--- config.mk ---
export PLATFORM = sky130hd
export DESIGN_NAME = serial_switch_spi_control
export DESIGN_NICKNAME = d
export VERILOG_FILES = /design/src/switch_spi_pkg.sv /design/src/serial_switch_spi_control.sv /design/src/cmd_fifo.sv
export SDC_FILE = /design/constraint.sdc
export NUM_CORES = 1
export LEC_CHECK = 0
export BUFFER_PORTS_ARGS = -buffer_cell sky130_fd_sc_hd__buf_2
export CAP_MARGIN = 20
export CORE_MARGIN = 2
export CORE_UTILIZATION = 40
export CTS_CLUSTER_DIAMETER = 40
export CTS_CLUSTER_SIZE = 40
export DETAILED_ROUTE_END_ITERATION = 8
export GPL_TIMING_DRIVEN = 1
export SYNTH_ARGS = -nofsm -noshare
export SYNTH_HDL_FRONTEND = slang
export SYNTH_SLANG_ARGS = --single-unit
--- constraint.sdc ---
create_clock -name clk -period 6.25 [get_ports clk]
set_input_delay 1.25 -clock clk [delete_from_list [all_inputs] [get_ports clk]]
set_output_delay 1.25 -clock clk [all_outputs]
set_load 0.005 [all_outputs]
--- src/switch_spi_pkg.sv ---
// constants shared by the serial switch control logic
package switch_spi_pkg;
   localparam int FRAME_BITS   = 24;
   localparam int CHANNELS     = 16;
   localparam int BIT_ANY      = 23;
   localparam int BIT_OV       = 22;
   localparam int CLK_HZ       = 20000000;
   localparam int FILTER_US    = 100;
   localparam int FILTER_CYC   = (FILTER_US * (CLK_HZ / 1000000));
   localparam int FIFO_DEPTH   = 4;
   localparam logic [23:0] CMD_RESET = 24'h000000;
endpackage

--- src/serial_switch_spi_control.sv ---
// spi slave front end of the sixteen output switch
`timescale 1ns/1ns
module serial_switch_spi_control #(
   parameter int FILTER_CYCLES = switch_spi_pkg::FILTER_CYC
) (
   input  wire logic        clk,
   input  wire logic        rst,
   input  wire logic        reset_n,
   input  wire logic        supply_ok,
   input  wire logic        cs_n,
   input  wire logic        sclk,
   input  wire logic        mosi,
   output logic             miso_o,
   output logic             miso_oe,
   input  wire logic [15:0] short_fault_raw,
   input  wire logic [15:0] open_fault_raw,
   input  wire logic        overvoltage,
   output logic [23:0]      command_word,
   output logic             command_strobe,
   input  wire logic        command_ready
);
   localparam int FB = switch_spi_pkg::FRAME_BITS;
   localparam int CH = switch_spi_pkg::CHANNELS;
   localparam int CW = $clog2(FILTER_CYCLES + 1);

   // synchroniser stages
   logic [1:0] cs_s_r;
   logic [1:0] sck_s_r;
   logic [1:0] si_s_r;
   logic [1:0] rn_s_r;
   logic [1:0] sup_s_r;
   logic       cs_d_r;
   logic       sck_d_r;
   logic       hold_rst;
   logic       cs_fall;
   logic       cs_rise;
   logic       sck_rise;
   logic       sck_fall;
   logic [FB-1:0] shift_r;
   logic          so_bit_r;
   logic          oe_r;
   logic [CH-1:0] fault_r;
   logic          ov_r;
   logic [FB-1:0] status;
   logic [FB-1:0] fifo_data;
   logic          fifo_valid;
   logic          fifo_in_ready;
   logic [FB-1:0] latch_r;
   logic          strobe_r;

   // two flops on every pin input
   always_ff @(posedge clk)
   begin
      if (rst)
      begin
         cs_s_r  <= 2'h3;
         sck_s_r <= 2'h0;
         si_s_r  <= 2'h0;
         rn_s_r  <= 2'h0;
         sup_s_r <= 2'h0;
      end
      else
      begin
         cs_s_r  <= {cs_s_r[0], cs_n};
         sck_s_r <= {sck_s_r[0], sclk};
         si_s_r  <= {si_s_r[0], mosi};
         rn_s_r  <= {rn_s_r[0], reset_n};
         sup_s_r <= {sup_s_r[0], supply_ok};
      end
   end

   // reset pin and supply monitor hold all logic
   assign hold_rst = rst || !rn_s_r[1] || !sup_s_r[1];

   // edge history
   always_ff @(posedge clk)
   begin
      if (hold_rst)
      begin
         cs_d_r  <= 1'b1;
         sck_d_r <= 1'b0;
      end
      else
      begin
         cs_d_r  <= cs_s_r[1];
         sck_d_r <= sck_s_r[1];
      end
   end

   assign cs_fall  = cs_d_r && !cs_s_r[1];
   assign cs_rise  = !cs_d_r && cs_s_r[1];
   // clock edges count only while selected
   assign sck_rise = !cs_s_r[1] && !cs_d_r && !sck_d_r && sck_s_r[1];
   assign sck_fall = !cs_s_r[1] && !cs_d_r && sck_d_r && !sck_s_r[1];

   // status word layout, bits 21..16 zero
   assign status = {ov_r | (|fault_r), ov_r, 6'h00, fault_r};

   // one shared chain: sample and shift on fall, drive out on rise
   always_ff @(posedge clk)
   begin
      if (hold_rst)
      begin
         shift_r  <= '0;
         so_bit_r <= 1'b0;
      end
      else if (cs_fall)
      begin
         shift_r  <= status;
         so_bit_r <= status[FB-1];
      end
      else if (sck_fall)
      begin
         shift_r <= {shift_r[FB-2:0], si_s_r[1]};
      end
      else if (sck_rise)
      begin
         so_bit_r <= shift_r[FB-1];
      end
   end

   // output enable follows select
   always_ff @(posedge clk)
   begin
      if (hold_rst)
      begin
         oe_r <= 1'b0;
      end
      else
      begin
         oe_r <= !cs_s_r[1];
      end
   end

   assign miso_oe = oe_r;
   assign miso_o  = oe_r ? so_bit_r : 1'b0;

   // per channel fault filters, restarted by each commit
   genvar g;
   generate
      for (g = 0; g < CH; g++)
      begin : g_filt
         logic [CW-1:0] cnt_r;
         logic          raw;
         assign raw = short_fault_raw[g] | open_fault_raw[g];
         always_ff @(posedge clk)
         begin
            if (hold_rst)
            begin
               cnt_r      <= '0;
               fault_r[g] <= 1'b0;
            end
            else
            begin
               if (cs_rise || !raw)
               begin
                  cnt_r <= '0;
               end
               else if (cnt_r != CW'(FILTER_CYCLES))
               begin
                  cnt_r <= CW'(cnt_r + 1'b1);
               end
               if (cs_fall)
               begin
                  fault_r[g] <= raw && (cnt_r == CW'(FILTER_CYCLES));
               end
               else if (raw && (cnt_r == CW'(FILTER_CYCLES)))
               begin
                  fault_r[g] <= 1'b1;
               end
            end
         end
      end
   endgenerate

   // overvoltage flag latched until next status load
   always_ff @(posedge clk)
   begin
      if (hold_rst)
      begin
         ov_r <= 1'b0;
      end
      else if (overvoltage)
      begin
         ov_r <= 1'b1;
      end
      else if (cs_fall)
      begin
         ov_r <= 1'b0;
      end
   end

   // committed words queue before the output latches
   cmd_fifo #(
      .WIDTH (FB),
      .DEPTH (switch_spi_pkg::FIFO_DEPTH)
   ) u_fifo (
      .clk       (clk),
      .rst       (hold_rst),
      .in_data   (shift_r),
      .in_valid  (cs_rise),
      .in_ready  (fifo_in_ready),
      .out_data  (fifo_data),
      .out_valid (fifo_valid),
      .out_ready (command_ready)
   );

   // output latches, all off in reset
   always_ff @(posedge clk)
   begin
      if (hold_rst)
      begin
         latch_r  <= switch_spi_pkg::CMD_RESET;
         strobe_r <= 1'b0;
      end
      else
      begin
         strobe_r <= fifo_valid && command_ready;
         if (fifo_valid && command_ready)
         begin
            latch_r <= fifo_data;
         end
      end
   end

   assign command_word   = latch_r;
   assign command_strobe = strobe_r;
endmodule // serial_switch_spi_control

--- src/cmd_fifo.sv ---
// small flop fifo for committed command words
`timescale 1ns/1ns
module cmd_fifo #(
   parameter int WIDTH = 24,
   parameter int DEPTH = 4
) (
   input  wire logic             clk,
   input  wire logic             rst,
   input  wire logic [WIDTH-1:0] in_data,
   input  wire logic             in_valid,
   output logic                  in_ready,
   output logic      [WIDTH-1:0] out_data,
   output logic                  out_valid,
   input  wire logic             out_ready
);
   localparam int AW = (DEPTH > 1) ? $clog2(DEPTH) : 1;
   logic [WIDTH-1:0] mem_r [DEPTH];
   logic [AW-1:0]    wr_r;
   logic [AW-1:0]    rd_r;
   logic [AW:0]      cnt_r;
   logic             push;
   logic             pop;

   // handshakes from the fill count
   assign in_ready  = (cnt_r != (AW+1)'(DEPTH));
   assign out_valid = (cnt_r != '0);
   assign push      = in_valid && in_ready;
   assign pop       = out_valid && out_ready;
   assign out_data  = mem_r[rd_r];

   // storage
   always_ff @(posedge clk)
   begin
      if (push)
      begin
         mem_r[wr_r] <= in_data;
      end
   end

   // pointers and count
   always_ff @(posedge clk)
   begin
      if (rst)
      begin
         wr_r  <= '0;
         rd_r  <= '0;
         cnt_r <= '0;
      end
      else
      begin
         if (push)
         begin
            wr_r <= (wr_r == AW'(DEPTH-1)) ? '0 : AW'(wr_r + 1'b1);
         end
         if (pop)
         begin
            rd_r <= (rd_r == AW'(DEPTH-1)) ? '0 : AW'(rd_r + 1'b1);
         end
         if (push && !pop)
         begin
            cnt_r <= (AW+1)'(cnt_r + 1'b1);
         end
         else if (pop && !push)
         begin
            cnt_r <= (AW+1)'(cnt_r - 1'b1);
         end
      end
   end
endmodule // cmd_fifo

==> run metrics <==
CTS Sinks=359; DP Area=16,800 um2; synthesized area per cell=slightly above 10 um2; Reg-to-Reg Start=u_fifo.cnt_r[0]; vias after detailed routing=between 10,000 and 15,000; DR pass1 iterations=5; crit end category=flip-flop; Adder-Cell Fraction of Synth Area=0.0309; vias in the first global route=approximately 11,000; initial DRC count=around 650; routability cong.=0.786; commonest cells after routing, fill and taps aside=dfxtp_1 (262), a21oi_1 (159), nand2_1 (133), nand4_1 (110), edfxtp_1 (96); crit path max fanout=29; grt ovf=0; Clock Latency Late Sink=between 500 and 600 ps; IO Pins=68; Hold Path Class=flip-flop to flip-flop; largest net degree at the start of global routing=73; antenna violations before repair=0; Synth Area in Compound Gates=0.118; Seq cells post-synth=359; RSZ-0062 raised after global routing=false; Worst-path clk slew=roughly 60 ps; multiplexer share of the synthesized area=0.0611; Routed WL per cell=15.2 um; crit path launch type=input port; CTS Buf Count=53; area grow syn2layout=15.5%; largest family of logic cells by synthesized area=simple AND/OR/NAND/NOR gates; WL final=roughly 33,000 um; WP data arrival=about 3700 ps; Finished Cell Area=18,500 um2; CTS tree=done; Least-Margin Pin Slew=approximately 1100 ps; most common cell after layout, fill and taps aside=dfxtp_1; Post-CTS Resized=0; die span in x=between 200 and 250 um; Pins Over Slew Limit=0; synth warn=0; relative slew slack=0.289; Rows=73; core area=approximately 40,000 um2; Remaining DRCs=0; DP Worst Slack=between 2000 and 2500 ps; Hold Path Origin=rn_s_r[0]; VDD IR max=0.235 mV; DIE HEIGHT=around 200 um; fillcell total=roughly 3,700; Post-CTS Setup Repair Bufs=0; GRT Total Usage=0.160; setup violators final=0; initial core utilization=0.405; Mapped Nets=~1,700; Post-Synth Simple-Gate Area=0.222; post-synthesis sequential area ratio=0.508; Die ar.=41,700 um2; leakage=6.02 nW; Port Buffers=67; crit path time final=3170 ps; Final period util=0.508; number of diodes=0; CP Launch Point=command_ready; Syn Inst Count=about 1,600; Most used DFF post-synth=dfxtp_1; crit path kind=input port to flip-flop; first-pass GRT wire length=between 50,000 and 60,000 um; layout cells sized above 1=0.144; vias per cell=5.49; TNS Setup=0 ps; Post-Syn Area=16,000 um2; ANT nets after route=0; clock skew=29.2 ps; Nets=1,718; cts hold-fix bufs=0; PD cells=287 nW/um2; asr flop ratio synth=0; max frequency=315 MHz; WP data required=6770 ps; DP HPWL=~22,000 um; Post-synth EDFFs=96; status=finished, final reports clean; Final WS setup=around 3000 ps; clock buffer depth=3; Hold Fails Final Rpt=0; H-tree depth=2; final hold slack=433 ps; Final Core Density=0.467; Distinct cells, synth=59; Post-Synth XOR/XNOR Area=0.0186; max cap viols=0; Root Buffer=clkbuf_16
layout make-up:
type	instances	area, um2	area share
Clock inverter	36	367	0.0198
Clock buffer	63	1380	0.0747
Inverter	91	342	0.0184
Multi-Input combinational cell	1058	7240	0.391
Timing Repair Buffer	75	395	0.0213
Sequential cell	359	8150	0.440
Tap cell	525	657	0.0354
per-layer routing:
metal | vias to the layer above | part of all wire | track usage
met5 | - | 0 | 0
met4 | 0 | 0.021 | 0.0564
met3 | 45 | 0.038 | 0.0292
met2 | 178 | 0.46 | 0.257
met1 | 5793 | 0.48 | 0.216
li1 | 6104 | - | -
cell usage after synthesis, drive strengths merged, types with 3 or more instances:
cell type	n	area, um2
a211oi	18	135
a21oi	159	796
a311o	10	100
a31o	20	175
a31oi	6	37.5
and2	7	43.8
and3	8	50.1
and4	23	201
and4b	5	50.1
buf	38	191
clkbuf	35	131
dfxtp	263	5270
edfxtp	96	2880
ha	38	475
inv	91	342
mux2i	44	440
mux4	24	541
nand2	133	499
nand2b	8	50.1
nand3	79	440
nand4	110	688
nand4b	32	280
nor2	60	225
nor2b	16	100
nor3	3	15.0
nor3b	11	82.6
nor4	19	119
nor4b	6	92.6
nor4bb	6	60.1
o21ai	37	185
o311ai	6	52.6
o31ai	36	270
o41ai	6	52.6
or2	17	106
or3	27	169
or4	35	263
xnor2	11	96.3
xor2	23	201
kinds of logic after synthesis:
kind of cell	Yosys count
AND/OR/NAND/NOR	608
flip-flops	359
AO/OA/AOI/OAI	309
buffers and inverters	164
multiplexers	68
adder cells (fa/ha/maj)	39
XOR/XNOR	34
flip-flops by register name, indices dropped and copies added (netlist names), 3 cells and up:
name / flops
u_fifo.cnt_r: 3
fault_r: 16
g_filt.cnt_r: 176
command_word: 24
shift_r: 24
u_fifo.mem_r: 96
worst paths after layout:
| kind | endpoint | slack [ps] | depth (start not counted) |
|---|---|---|---|
| worst max-delay path | u_fifo.cnt_r[2] | 3080 | 9 |
| worst min-delay path | rn_s_r[1] | 430 | 1 |
| worst max register to register | u_fifo.cnt_r[2] | 3390 | 8 |
| worst min register to register | rn_s_r[1] | 430 | 1 |
critical path, stage by stage:
cell and delay, ps:
buf_2 110, o31a_1 760, inv_2 420, ha_1 370, inv_1 70, fa_1 170, xor2_1 70, or3_1 320
a21oi_1 140
per-stage QoR:
step | power, mW | std cells
floorplan | 2.46 | 1581
global placement | 2.47 | 2108
detailed placement | 2.47 | 2108
CTS | 5.39 | 2207
global route | 5.50 | 2207
finish | 5.31 | 2207
power breakdown:
part	switching [mW]	internal, mW	total (mW)
Combinational	0.0257	0.0178	0.0435
Sequential	0.00281	2.38	2.38
Clock	1.15	1.74	2.89
Total	1.17	4.14	5.31
Power figures use the tool's default switching activity.
